<file path="src/hw/ciu_pkg.sv">
// Purpose: shared constants and types for the compare instruction unit
// Assumes: 32-bit instruction word, 32 general registers
// Notes: field positions follow the fixed instruction layout

package ciu_pkg;

  // ----------------------------------------------------------------
  // widths
  // ----------------------------------------------------------------
  localparam int DATA_W = 32;
  localparam int INSTR_W = 32;
  localparam int IDX_W = 5;
  localparam int IMM_W = 16;
  localparam int OP_W = 6;
  localparam int ZF_W = 5;

  // ----------------------------------------------------------------
  // instruction field positions
  // ----------------------------------------------------------------
  localparam int FA_HI = 31;
  localparam int FA_LO = 27;
  localparam int FB_HI = 26;
  localparam int FB_LO = 22;
  localparam int FC_HI = 21;
  localparam int FC_LO = 17;
  localparam int IMM_HI = 21;
  localparam int IMM_LO = 6;
  localparam int OPX_HI = 16;
  localparam int OPX_LO = 11;
  localparam int ZF_HI = 10;
  localparam int ZF_LO = 6;
  localparam int OP_HI = 5;
  localparam int OP_LO = 0;

  // ----------------------------------------------------------------
  // opcode values
  // ----------------------------------------------------------------
  localparam logic [OP_W-1:0] OP_LT_S_IMM = 6'h10;
  localparam logic [OP_W-1:0] OP_LT_U_IMM = 6'h30;
  localparam logic [OP_W-1:0] OP_NE_IMM = 6'h18;
  localparam logic [OP_W-1:0] OP_REG_FMT = 6'h3a;
  localparam logic [OP_W-1:0] OPX_LT_U = 6'h30;
  localparam logic [OP_W-1:0] OPX_NE = 6'h18;
  localparam logic [ZF_W-1:0] ZF_VALUE = 5'h00;

  // ----------------------------------------------------------------
  // constants for results and register zero
  // ----------------------------------------------------------------
  localparam logic [IDX_W-1:0] ZERO_REG = 5'h00;
  localparam logic [DATA_W-1:0] DATA_ZERO = 32'h0000_0000;
  localparam logic [IMM_W-1:0] IMM_HALF_ZERO = 16'h0000;

  typedef enum logic [2:0] {
    CMP_NONE = 3'b000,
    CMP_LT_S_IMM = 3'b001,
    CMP_LT_U_IMM = 3'b010,
    CMP_LT_U_REG = 3'b011,
    CMP_NE_IMM = 3'b100,
    CMP_NE_REG = 3'b101
  } ciu_op_e;

endpackage

</file>
<file path="src/hw/ciu_reg_mem.sv">
// Purpose: general register storage, one write and two read ports
// Assumes: reads are registered, one cycle after the address
// Notes: write-through so a read in the write cycle sees new data

`timescale 1ns/1ps

module ciu_reg_mem #(
  parameter int WIDTH = 32,
  parameter int DEPTH = 32,
  parameter int AW = 5
) (
  input wire logic clk,
  input wire logic wrEn,
  input wire logic [AW-1:0] wrAddr,
  input wire logic [WIDTH-1:0] wrData,
  input wire logic [AW-1:0] rdAddrA,
  input wire logic [AW-1:0] rdAddrB,
  output logic [WIDTH-1:0] rdDataA,
  output logic [WIDTH-1:0] rdDataB
);

  logic [WIDTH-1:0] store [DEPTH];

  // storage write
  always_ff @(posedge clk) begin
    if (wrEn) begin
      store[wrAddr] <= wrData;
    end
  end

  // registered reads; bypass avoids stale data on a same-cycle write
  always_ff @(posedge clk) begin
    rdDataA <= (wrEn && wrAddr == rdAddrA) ? wrData : store[rdAddrA];
    rdDataB <= (wrEn && wrAddr == rdAddrB) ? wrData : store[rdAddrB];
  end

endmodule

</file>
<file path="src/hw/ciu_compare_unit.sv">
// Purpose: decode and execute five integer compare instructions
// Assumes: one instruction offered per cycle with instrValid
// Notes: result written to the register store two edges after issue
//
// Contract
// - signed less-than against sign-extended immediate
// - unsigned less-than between two registers
// - unsigned less-than against zero-extended immediate
// - not-equal between two registers
// - not-equal against sign-extended immediate
// - primary opcodes 0x10, 0x30, 0x18 select immediates
// - register format extended opcodes 0x30, 0x18
// - immediate form: source A, destination B
// - register form: sources A, B, destination C

`timescale 1ns/1ps

module ciu_compare_unit #(
  parameter int REG_COUNT = 32
) (
  input wire logic core_clk,
  input wire logic srst,
  input wire logic instrValid,
  input wire logic [ciu_pkg::INSTR_W-1:0] instrWord,
  input wire logic extWrValid,
  input wire logic [ciu_pkg::IDX_W-1:0] extWrIdx,
  input wire logic [ciu_pkg::DATA_W-1:0] extWrData,
  output logic extWrReady,
  output logic resultValid,
  output logic [ciu_pkg::IDX_W-1:0] resultIdx,
  output logic [ciu_pkg::DATA_W-1:0] resultData,
  output logic unknownInstr
);

  // ----------------------------------------------------------------
  // instruction fields
  // ----------------------------------------------------------------
  logic [ciu_pkg::IDX_W-1:0] fieldA;
  logic [ciu_pkg::IDX_W-1:0] fieldB;
  logic [ciu_pkg::IDX_W-1:0] fieldC;
  logic [ciu_pkg::IMM_W-1:0] immField;
  logic [ciu_pkg::OP_W-1:0] opField;
  logic [ciu_pkg::OP_W-1:0] opxField;
  logic [ciu_pkg::ZF_W-1:0] zeroField;
  ciu_pkg::ciu_op_e next_op;
  logic [ciu_pkg::IDX_W-1:0] next_dest;

  assign fieldA = instrWord[ciu_pkg::FA_HI:ciu_pkg::FA_LO];
  assign fieldB = instrWord[ciu_pkg::FB_HI:ciu_pkg::FB_LO];
  assign fieldC = instrWord[ciu_pkg::FC_HI:ciu_pkg::FC_LO];
  assign immField = instrWord[ciu_pkg::IMM_HI:ciu_pkg::IMM_LO];
  assign opField = instrWord[ciu_pkg::OP_HI:ciu_pkg::OP_LO];
  assign opxField = instrWord[ciu_pkg::OPX_HI:ciu_pkg::OPX_LO];
  assign zeroField = instrWord[ciu_pkg::ZF_HI:ciu_pkg::ZF_LO];

  // ----------------------------------------------------------------
  // decode
  // ----------------------------------------------------------------
  // non-compare words decode to none; other units handle them
  always_comb begin
    next_op = ciu_pkg::CMP_NONE;
    next_dest = fieldB;
    if (opField == ciu_pkg::OP_REG_FMT && zeroField == ciu_pkg::ZF_VALUE) begin
      next_dest = fieldC;
      if (opxField == ciu_pkg::OPX_LT_U) begin
        next_op = ciu_pkg::CMP_LT_U_REG;
      end else if (opxField == ciu_pkg::OPX_NE) begin
        next_op = ciu_pkg::CMP_NE_REG;
      end
    end else if (opField == ciu_pkg::OP_LT_S_IMM) begin
      next_op = ciu_pkg::CMP_LT_S_IMM;
    end else if (opField == ciu_pkg::OP_LT_U_IMM) begin
      next_op = ciu_pkg::CMP_LT_U_IMM;
    end else if (opField == ciu_pkg::OP_NE_IMM) begin
      next_op = ciu_pkg::CMP_NE_IMM;
    end
  end

  // ----------------------------------------------------------------
  // execute stage registers
  // ----------------------------------------------------------------
  logic s1Valid;
  ciu_pkg::ciu_op_e s1Op;
  logic [ciu_pkg::IDX_W-1:0] s1Dest;
  logic [ciu_pkg::IDX_W-1:0] s1IdxA;
  logic [ciu_pkg::IDX_W-1:0] s1IdxB;
  logic [ciu_pkg::IMM_W-1:0] s1Imm;

  always_ff @(posedge core_clk) begin
    if (srst) begin
      s1Valid <= 1'b0;
      s1Op <= ciu_pkg::CMP_NONE;
      s1Dest <= ciu_pkg::ZERO_REG;
      s1IdxA <= ciu_pkg::ZERO_REG;
      s1IdxB <= ciu_pkg::ZERO_REG;
      s1Imm <= ciu_pkg::IMM_HALF_ZERO;
    end else begin
      s1Valid <= instrValid && next_op != ciu_pkg::CMP_NONE;
      s1Op <= next_op;
      s1Dest <= next_dest;
      s1IdxA <= fieldA;
      s1IdxB <= fieldB;
      s1Imm <= immField;
    end
  end

  // unrecognised word flag, one-cycle pulse
  always_ff @(posedge core_clk) begin
    if (srst) begin
      unknownInstr <= 1'b0;
    end else begin
      unknownInstr <= instrValid && next_op == ciu_pkg::CMP_NONE;
    end
  end

  // ----------------------------------------------------------------
  // register store and operands
  // ----------------------------------------------------------------
  logic memWrEn;
  logic [ciu_pkg::IDX_W-1:0] memWrIdx;
  logic [ciu_pkg::DATA_W-1:0] memWrData;
  logic [ciu_pkg::DATA_W-1:0] rawA;
  logic [ciu_pkg::DATA_W-1:0] rawB;
  logic [ciu_pkg::DATA_W-1:0] opA;
  logic [ciu_pkg::DATA_W-1:0] opB;
  logic [ciu_pkg::DATA_W-1:0] immSx;
  logic [ciu_pkg::DATA_W-1:0] immZx;
  logic cmpBit;
  logic wbEn;

  ciu_reg_mem #(
    .WIDTH(ciu_pkg::DATA_W),
    .DEPTH(REG_COUNT),
    .AW(ciu_pkg::IDX_W)
  ) regStore (
    .clk(core_clk),
    .wrEn(memWrEn),
    .wrAddr(memWrIdx),
    .wrData(memWrData),
    .rdAddrA(fieldA),
    .rdAddrB(fieldB),
    .rdDataA(rawA),
    .rdDataB(rawB)
  );

  assign opA = (s1IdxA == ciu_pkg::ZERO_REG) ? ciu_pkg::DATA_ZERO : rawA;
  assign opB = (s1IdxB == ciu_pkg::ZERO_REG) ? ciu_pkg::DATA_ZERO : rawB;

  assign immSx = {{(ciu_pkg::DATA_W-ciu_pkg::IMM_W){s1Imm[ciu_pkg::IMM_W-1]}}, s1Imm};
  assign immZx = {ciu_pkg::IMM_HALF_ZERO, s1Imm};

  // ----------------------------------------------------------------
  // compare
  // ----------------------------------------------------------------
  always_comb begin
    cmpBit = 1'b0;
    unique case (s1Op)
      ciu_pkg::CMP_NONE: cmpBit = 1'b0;
      ciu_pkg::CMP_LT_S_IMM: cmpBit = $signed(opA) < $signed(immSx);
      ciu_pkg::CMP_LT_U_IMM: cmpBit = opA < immZx;
      ciu_pkg::CMP_LT_U_REG: cmpBit = opA < opB;
      ciu_pkg::CMP_NE_IMM: cmpBit = opA != immSx;
      ciu_pkg::CMP_NE_REG: cmpBit = opA != opB;
      default: cmpBit = 1'b0;
    endcase
  end

  assign wbEn = s1Valid && s1Dest != ciu_pkg::ZERO_REG;
  // outside writes yield to compare results; held off in every cycle that s1Valid is high
  assign extWrReady = !s1Valid;
  assign memWrEn = wbEn || (extWrValid && extWrReady && extWrIdx != ciu_pkg::ZERO_REG);
  assign memWrIdx = s1Valid ? s1Dest : extWrIdx;
  // single bit zero-extended to full width
  assign memWrData = s1Valid ? {{(ciu_pkg::DATA_W-1){1'b0}}, cmpBit} : extWrData;

  // result report, registered
  always_ff @(posedge core_clk) begin
    if (srst) begin
      resultValid <= 1'b0;
      resultIdx <= ciu_pkg::ZERO_REG;
      resultData <= ciu_pkg::DATA_ZERO;
    end else begin
      resultValid <= s1Valid;
      resultIdx <= s1Dest;
      resultData <= {{(ciu_pkg::DATA_W-1){1'b0}}, cmpBit};
    end
  end
endmodule

</file>
<file path="config.mk">
export PLATFORM = sky130hd
export DESIGN_NAME = ciu_compare_unit
export DESIGN_NICKNAME = d
export VERILOG_FILES = /design/src/hw/ciu_pkg.sv /design/src/hw/ciu_reg_mem.sv /design/src/hw/ciu_compare_unit.sv
export SDC_FILE = /design/constraint.sdc
export NUM_CORES = 1
export LEC_CHECK = 0
export CAP_MARGIN = 10
export CORE_UTILIZATION = 64
export DETAILED_ROUTE_END_ITERATION = 7
export DONT_BUFFER_PORTS = 1
export PLACE_DENSITY = 0.76
export REMOVE_ABC_BUFFERS = 1
export SETUP_SLACK_MARGIN = 0.2
export SLEW_MARGIN = 5
export SYNTH_ARGS = -nofsm -noshare
export SYNTH_HDL_FRONTEND = slang
export SYNTH_SLANG_ARGS = --single-unit
</file>
<file path="constraint.sdc">
create_clock -name core_clk -period 6.8 [get_ports core_clk]
set_clock_uncertainty 0.1 [all_clocks]
set_input_delay 1.36 -clock core_clk [delete_from_list [all_inputs] [get_ports core_clk]]
set_output_delay 1.36 -clock core_clk [all_outputs]
set_load 0.005 [all_outputs]
</file>
Yosys cells after proc, flatten, opt, wreduce, memory -nomap -nowiden
Memory sizes are Yosys's and may differ from the RTL's. A register that Yosys moved wholly into a read port is not among the register bits.
Cells that the tools add are included.
{ "totals": {"elab_cells": 57, "register_bits": 74, "input_bits": 73, "mem_bits_rw": 1024, "rom_bits": 0, "latch_bits": 0, "mem_count": 1, "output_inout_bits": 40} }
{ "memory_table": {"columns": ["memory", "depth", "width", "read_ports", "rd_ports_with_merged_regs", "wr", "line_no", "rtl"], "rows": [
  ["regStore.store", 32, 32, 2, 2, 1, "ciu_reg_mem.sv:22", "logic [WIDTH-1:0] store [DEPTH];"]
]} }
{ "op_classes": {"n_eq_ne": 13, "shifts": 0, "n_lt_le_gt_ge": 3, "n_bitwise": 0, "addsub": 0, "n_reduce_logical": 15, "n_div": 0, "muxes": 14, "mul": 0} }
{ "ops": {"columns": ["cell", "n"], "rows": [
  ["$mux W32", 3],
  ["$lt A32 B16 Y1", 2],
  ["$ne A32 B32 Y1", 2],
  ["$lt A32 B32 Y1", 1],
  ["$eq A6 B5 Y1 const B", 3],
  ["$eq A6 B6 Y1 const B", 3],
  ["$mux W3", 6],
  ["$logic_not A5 Y1", 3],
  ["$mux W5", 2],
  ["$reduce_bool A5 Y1", 2],
  ["$eq A3 B2 Y1 const B", 2],
  ["$eq A3 B3 Y1 const B", 2],
  ["$logic_and A1 B1 Y1", 6],
  ["$pmux W1 S5", 1],
  ["$eq A3 B1 Y1 const B", 1],
  ["$logic_not A3 Y1", 1],
  ["$reduce_bool A3 Y1", 1],
  ["$mux W1", 2],
  ["$logic_not A1 Y1", 1],
  ["$logic_or A1 B1 Y1", 1]
]} }

Logic depth before layout (Yosys ltp)
{ "depth": {"depth_word": 7, "depth_mapped": 20, "depth_no_buf": 13} }

Cells and area by module
From an unflattened synthesis, not the netlist that was laid out.
{ "unflattened": {"hier_cells": 3880, "hier_area_um2": 52846.9} }
{ "modules_own_cells": {"columns": ["mod", "cells_per_inst", "seq_area_each_um2", "n_inst", "area_each_um2"], "rows": [
  ["ciu_reg_mem", 3396, 30949.7, 1, 48989.5],
  ["ciu_compare_unit", 484, 860.8, 1, 3857.4]
]} }

Worst setup path after synthesis
No wires, ideal clock.
{ "synth_timing": {"kind": "register -> register", "from": "register with a tool-made name", "to": "memory regStore.store[0][0], data pin", "stages_incl_launch_ff": 20, "path_buffers": 6, "period_less_slack_ns": 6.049, "required_time_ns": 6.302, "setup_time_ns": 0.398, "slack_ns": 0.751, "arrival_time_ns": 5.552, "cell_sequence": "dfxtp_1 -> buf_6 -> buf_8 -> buf_4 -> buf_6 -> buf_2 -> buf_1 -> mux4_2 -> mux4_2 -> nand2_1 -> a21oi_1 -> ha_1 -> and4_1 -> a31oi_1 -> o211ai_1 -> nor2_1 -> or4b_1 -> a2111oi_4 -> nor3_1 -> a31oi_1"} }
{ "synth_rtl": {"columns": ["element", "line_no"], "rows": [
  ["to (decl)", "ciu_reg_mem.sv:22"]
]} }

==> key figures <==
Detailed routing
  – Post-Route WL: 143,300 um
  – WL per Instance: 38.60 um
  – Initial drt markers: 4,423
  – Antenna-violating nets left: 0
  – Drc violations: 4
  – DR pass1 iterations: 8
  – Vias: 28,610
  – Vias per cell: 7.708

Cells and area
  – Layout cells sized above 1: 37.23%
  – Layout Nets: 2,705
  – Area delta synth->final: 11.07%
  – Final std cells w/o fill: 3,712
  – FILL cells: 4,475
  – Core Util, Final: 72.28%

Power
  – PwrDens: 263.8 nW/um^2
  – Switching Power: 3363 uW
  – Combinational power share: 9.0%
  – Sw frac: 22.62%
  – Sequential share of power: 49.9%
  – Worst vdd ir: 0.2302 mV
  – Pint: 11,500 uW
  – Static Leak: 0.01812 uW
  – Final Power: 14,870 uW
  – Clock power share: 41.1%

Timing
  – Tmin final: 5.517 ns
  – RSZ-0062 raised after global routing: false
  – Slew Limit Fails: 0
  – Worst slew margin: 15.60%
  – Setup Viol. Count Final: 0
  – Final hold vios: 0
  – Max Freq: 181.2 MHz
  – Worst hold slack: 0.4176 ns
  – Final Cycle Share: 81.14%
  – Fin Setup TNS: 0 ns
  – Worst-Margin Slew: 1.263 ns

Floorplanning
  – Die Height: 283.6 um
  – I/O pin count: 113
  – Core area: 77,980 um^2
  – Die Area: 80,420 um^2
  – Die X: 283.6 um
  – Starting density of the core: 65.08%
  – # rows: 102

Synth
  – Synth cell count leaders: 1,024 x edfxtp_1, 609 x mux4_2, 103 x clkbuf_1
  – Post-synthesis cell area: 50,750 um^2
  – Syn Inst Count: 2,490
  – Mapped Avg Cell Area: 20.38 um^2
  – Main synth FF type: edfxtp_1
  – Unique masters post-synth: 66
  – Largest area contributor in the netlist: edfxtp_1
  – Ys async rst share: 0%
  – Post-synth EDFFs: 1,024
  – Top-count cell post-synth: edfxtp_1
  – Synth top area cells: edfxtp_1 61%, mux4_2 27%, dfxtp_1 2.1%, ha_1 1.5%, nor2b_1 0.83%
  – Seq/Total Area, Yosys: 62.68%
  – Yosys reg bits: 1,077
  – Yosys warning total: 0
  – Post-synth top area share: 60.59%

Worst setup path
  – Critical path type: reg -> reg
  – Worst EP required: 7.08 ns
  – Critical path's slowest cell: dfxtp_4
  – Critical path endpoint category: flop
  – Worst Path Buf+Inv: 3
  – Family with the most delay on the worst path: multiplexers
  – Crit path cell chain: buf_12 > buf_4 > mux4_2 > mux4_2 > a22o_1 > ha_1 > nand4_1 > nor3_1 > and4_1 > a32oi_1 > mux2i_1 > nor3b_1 > nor3_1 > a31oi_2 > buf_4
  – FF-to-FF setup slack: 1.28 ns
  – CP max stage delay: 0.69 ns
  – Crit path arrival time: 5.79 ns
  – Crit start category: flop
  – Worst-path fanout max: 40

CTS
  – TritonCTS clock tree: done
  – Clock transition at path regs: 0.06 ns
  – Post-CTS Setup Bufs: 0
  – Clock Latency Late Sink: 0.68 ns
  – CTS buffer count: 110
  – Hold buffers post-CTS: 0
  – CTS sink cnt: 1,077
  – Cts repair resizes: 0
  – Max clock buf depth: 3
  – CTS root buf: clkbuf_16
  – CTS H-tree lvls: 3

Place
  – Placed Instances: 3,494
  – Port bufs: 0
  – GP Congestion: 0.9438
  – Post-DP HPWL: 82,940 um

Status
  – Violated checks: DRC
  – Status: complete, but fails checks

Flow run
  – Max cap viols: 0

Global route
  – Largest net degree at the start of global routing: 76
  – Number of global-route vias before repair: 29,230
  – Gr ovfl total: 0
  – Gr usage total: 36.42%
  – First-pass GRT wire length: 205,300 um
  – Initial antenna violation count: 8

Hold path
  – Hold Path Class: reg -> reg
routing by layer:
| layer | vias to the layer above | track usage, % | part of all wire (%) |
|---|---|---|---|
| li1 | 10870 | - | - |
| met1 | 15150 | 52.06 | 35 |
| met2 | 2251 | 54.94 | 47 |
| met3 | 338 | 9.590 | 14 |
| met4 | 4 | 13.89 | 4.0 |
| met5 | - | 0 | 0.015 |
logic make-up (layout without fill, tap and decap cells):
logic type,Yosys count,after routing,synth area share [%]
other,1,68,0.007390
buffers and inverters,223,338,2.061
AO/OA/AOI/OAI,149,149,2.064
adder cells (fa/ha/maj),63,63,1.548
flip-flops,1077,1077,62.68
AND/OR/NAND/NOR,296,296,2.949
multiplexers,681,681,28.69
registers in the layout, summed over array words and instances, names as in the netlist, 3 cells and up, named ones only:
| signal | count |
|---|---|
| s1IdxA | 5 |
| s1Op | 3 |
| s1IdxB | 5 |
| s1Dest | 5 |
| regStore.store | 1024 |
| resultIdx | 5 |
| s1Imm | 16 |
worst reg2reg max path, cell delays in order (launching register included):
cell and delay (ns):
dfxtp_4 0.69, buf_12 0.40, buf_4 0.37, mux4_2 0.55
mux4_2 0.53, a22o_1 0.32, ha_1 0.33, nand4_1 0.12
nor3_1 0.42, and4_1 0.30, a32oi_1 0.11, mux2i_1 0.17
nor3b_1 0.08, nor3_1 0.30, a31oi_2 0.16, buf_4 0.27
worst paths after layout:
path                                      startpoint                             end  cells past startpoint
worst max-delay path                            flop  regStore.store[4][0]$_DFFE_PP_                     15
worst min-delay path            s1Dest[2]$_SDFF_PP0_         resultIdx[2]$_SDFF_PP0_                      1
worst max register to register                  flop  regStore.store[4][0]$_DFFE_PP_                     15
worst min register to register  s1Dest[2]$_SDFF_PP0_         resultIdx[2]$_SDFF_PP0_                      1
cell usage in the layout (no fill, tap or decap), types with 9 or more instances in the layout:
cell type and count:
mux2_2 32, nand4_1 10, dfxtp_1 44, and2_1 9, nor2_4 31, clkinv_1 10, mux2i_1 35, a21oi_1 34
a21o_1 16, clkbuf_1 24, o22ai_1 11, edfxtp_1 1024, inv_1 22, nor3_1 12, ha_1 62, nor2_1 31
nor2b_2 18, a211oi_1 10, clkbuf_16 113, nand2_1 92, mux4_2 609, clkbuf_8 12, o21ai_0 16, a221oi_1 11
nor2b_1 49, conb_1 63, bufinv_16 10, buf_12 19, buf_4 85, clkinv_2 29
final cells by class:
cell class	instances	area (um^2)	area share (%)
clock inverter	60	580.6	1.030
sequential	1077	31840	56.49
clock buffer	149	3083	5.470
tap	1040	1301	2.309
timing repair buffer	105	1033	1.834
inverter	24	92.59	0.1643
multi-input combinational	1252	18420	32.68
antenna	5	12.51	0.02220
power by group through the flow:
stage / clock, uW / sequential [uW] / combinational (uW)
floorplan: 0 / 7630 / 1040
global placement: 0 / 7550 / 1280
detailed placement: 0 / 7560 / 1310
CTS: 6140 / 7420 / 1320
global route: 6370 / 7430 / 1410
finish: 6110 / 7420 / 1330
metrics by stage:
stage / instance area, um^2 / setup WS [ns]
2_1_floorplan: 50020 / -8.124
3_3_place_gp: 52610 / 1.383
3_5_place_dp: 52610 / 1.361
4_1_cts: 56280 / 1.338
5_1_grt: 56360 / 1.068
6_report: 56360 / 1.283
No activity file was read; power rests on OpenSTA's default activity.
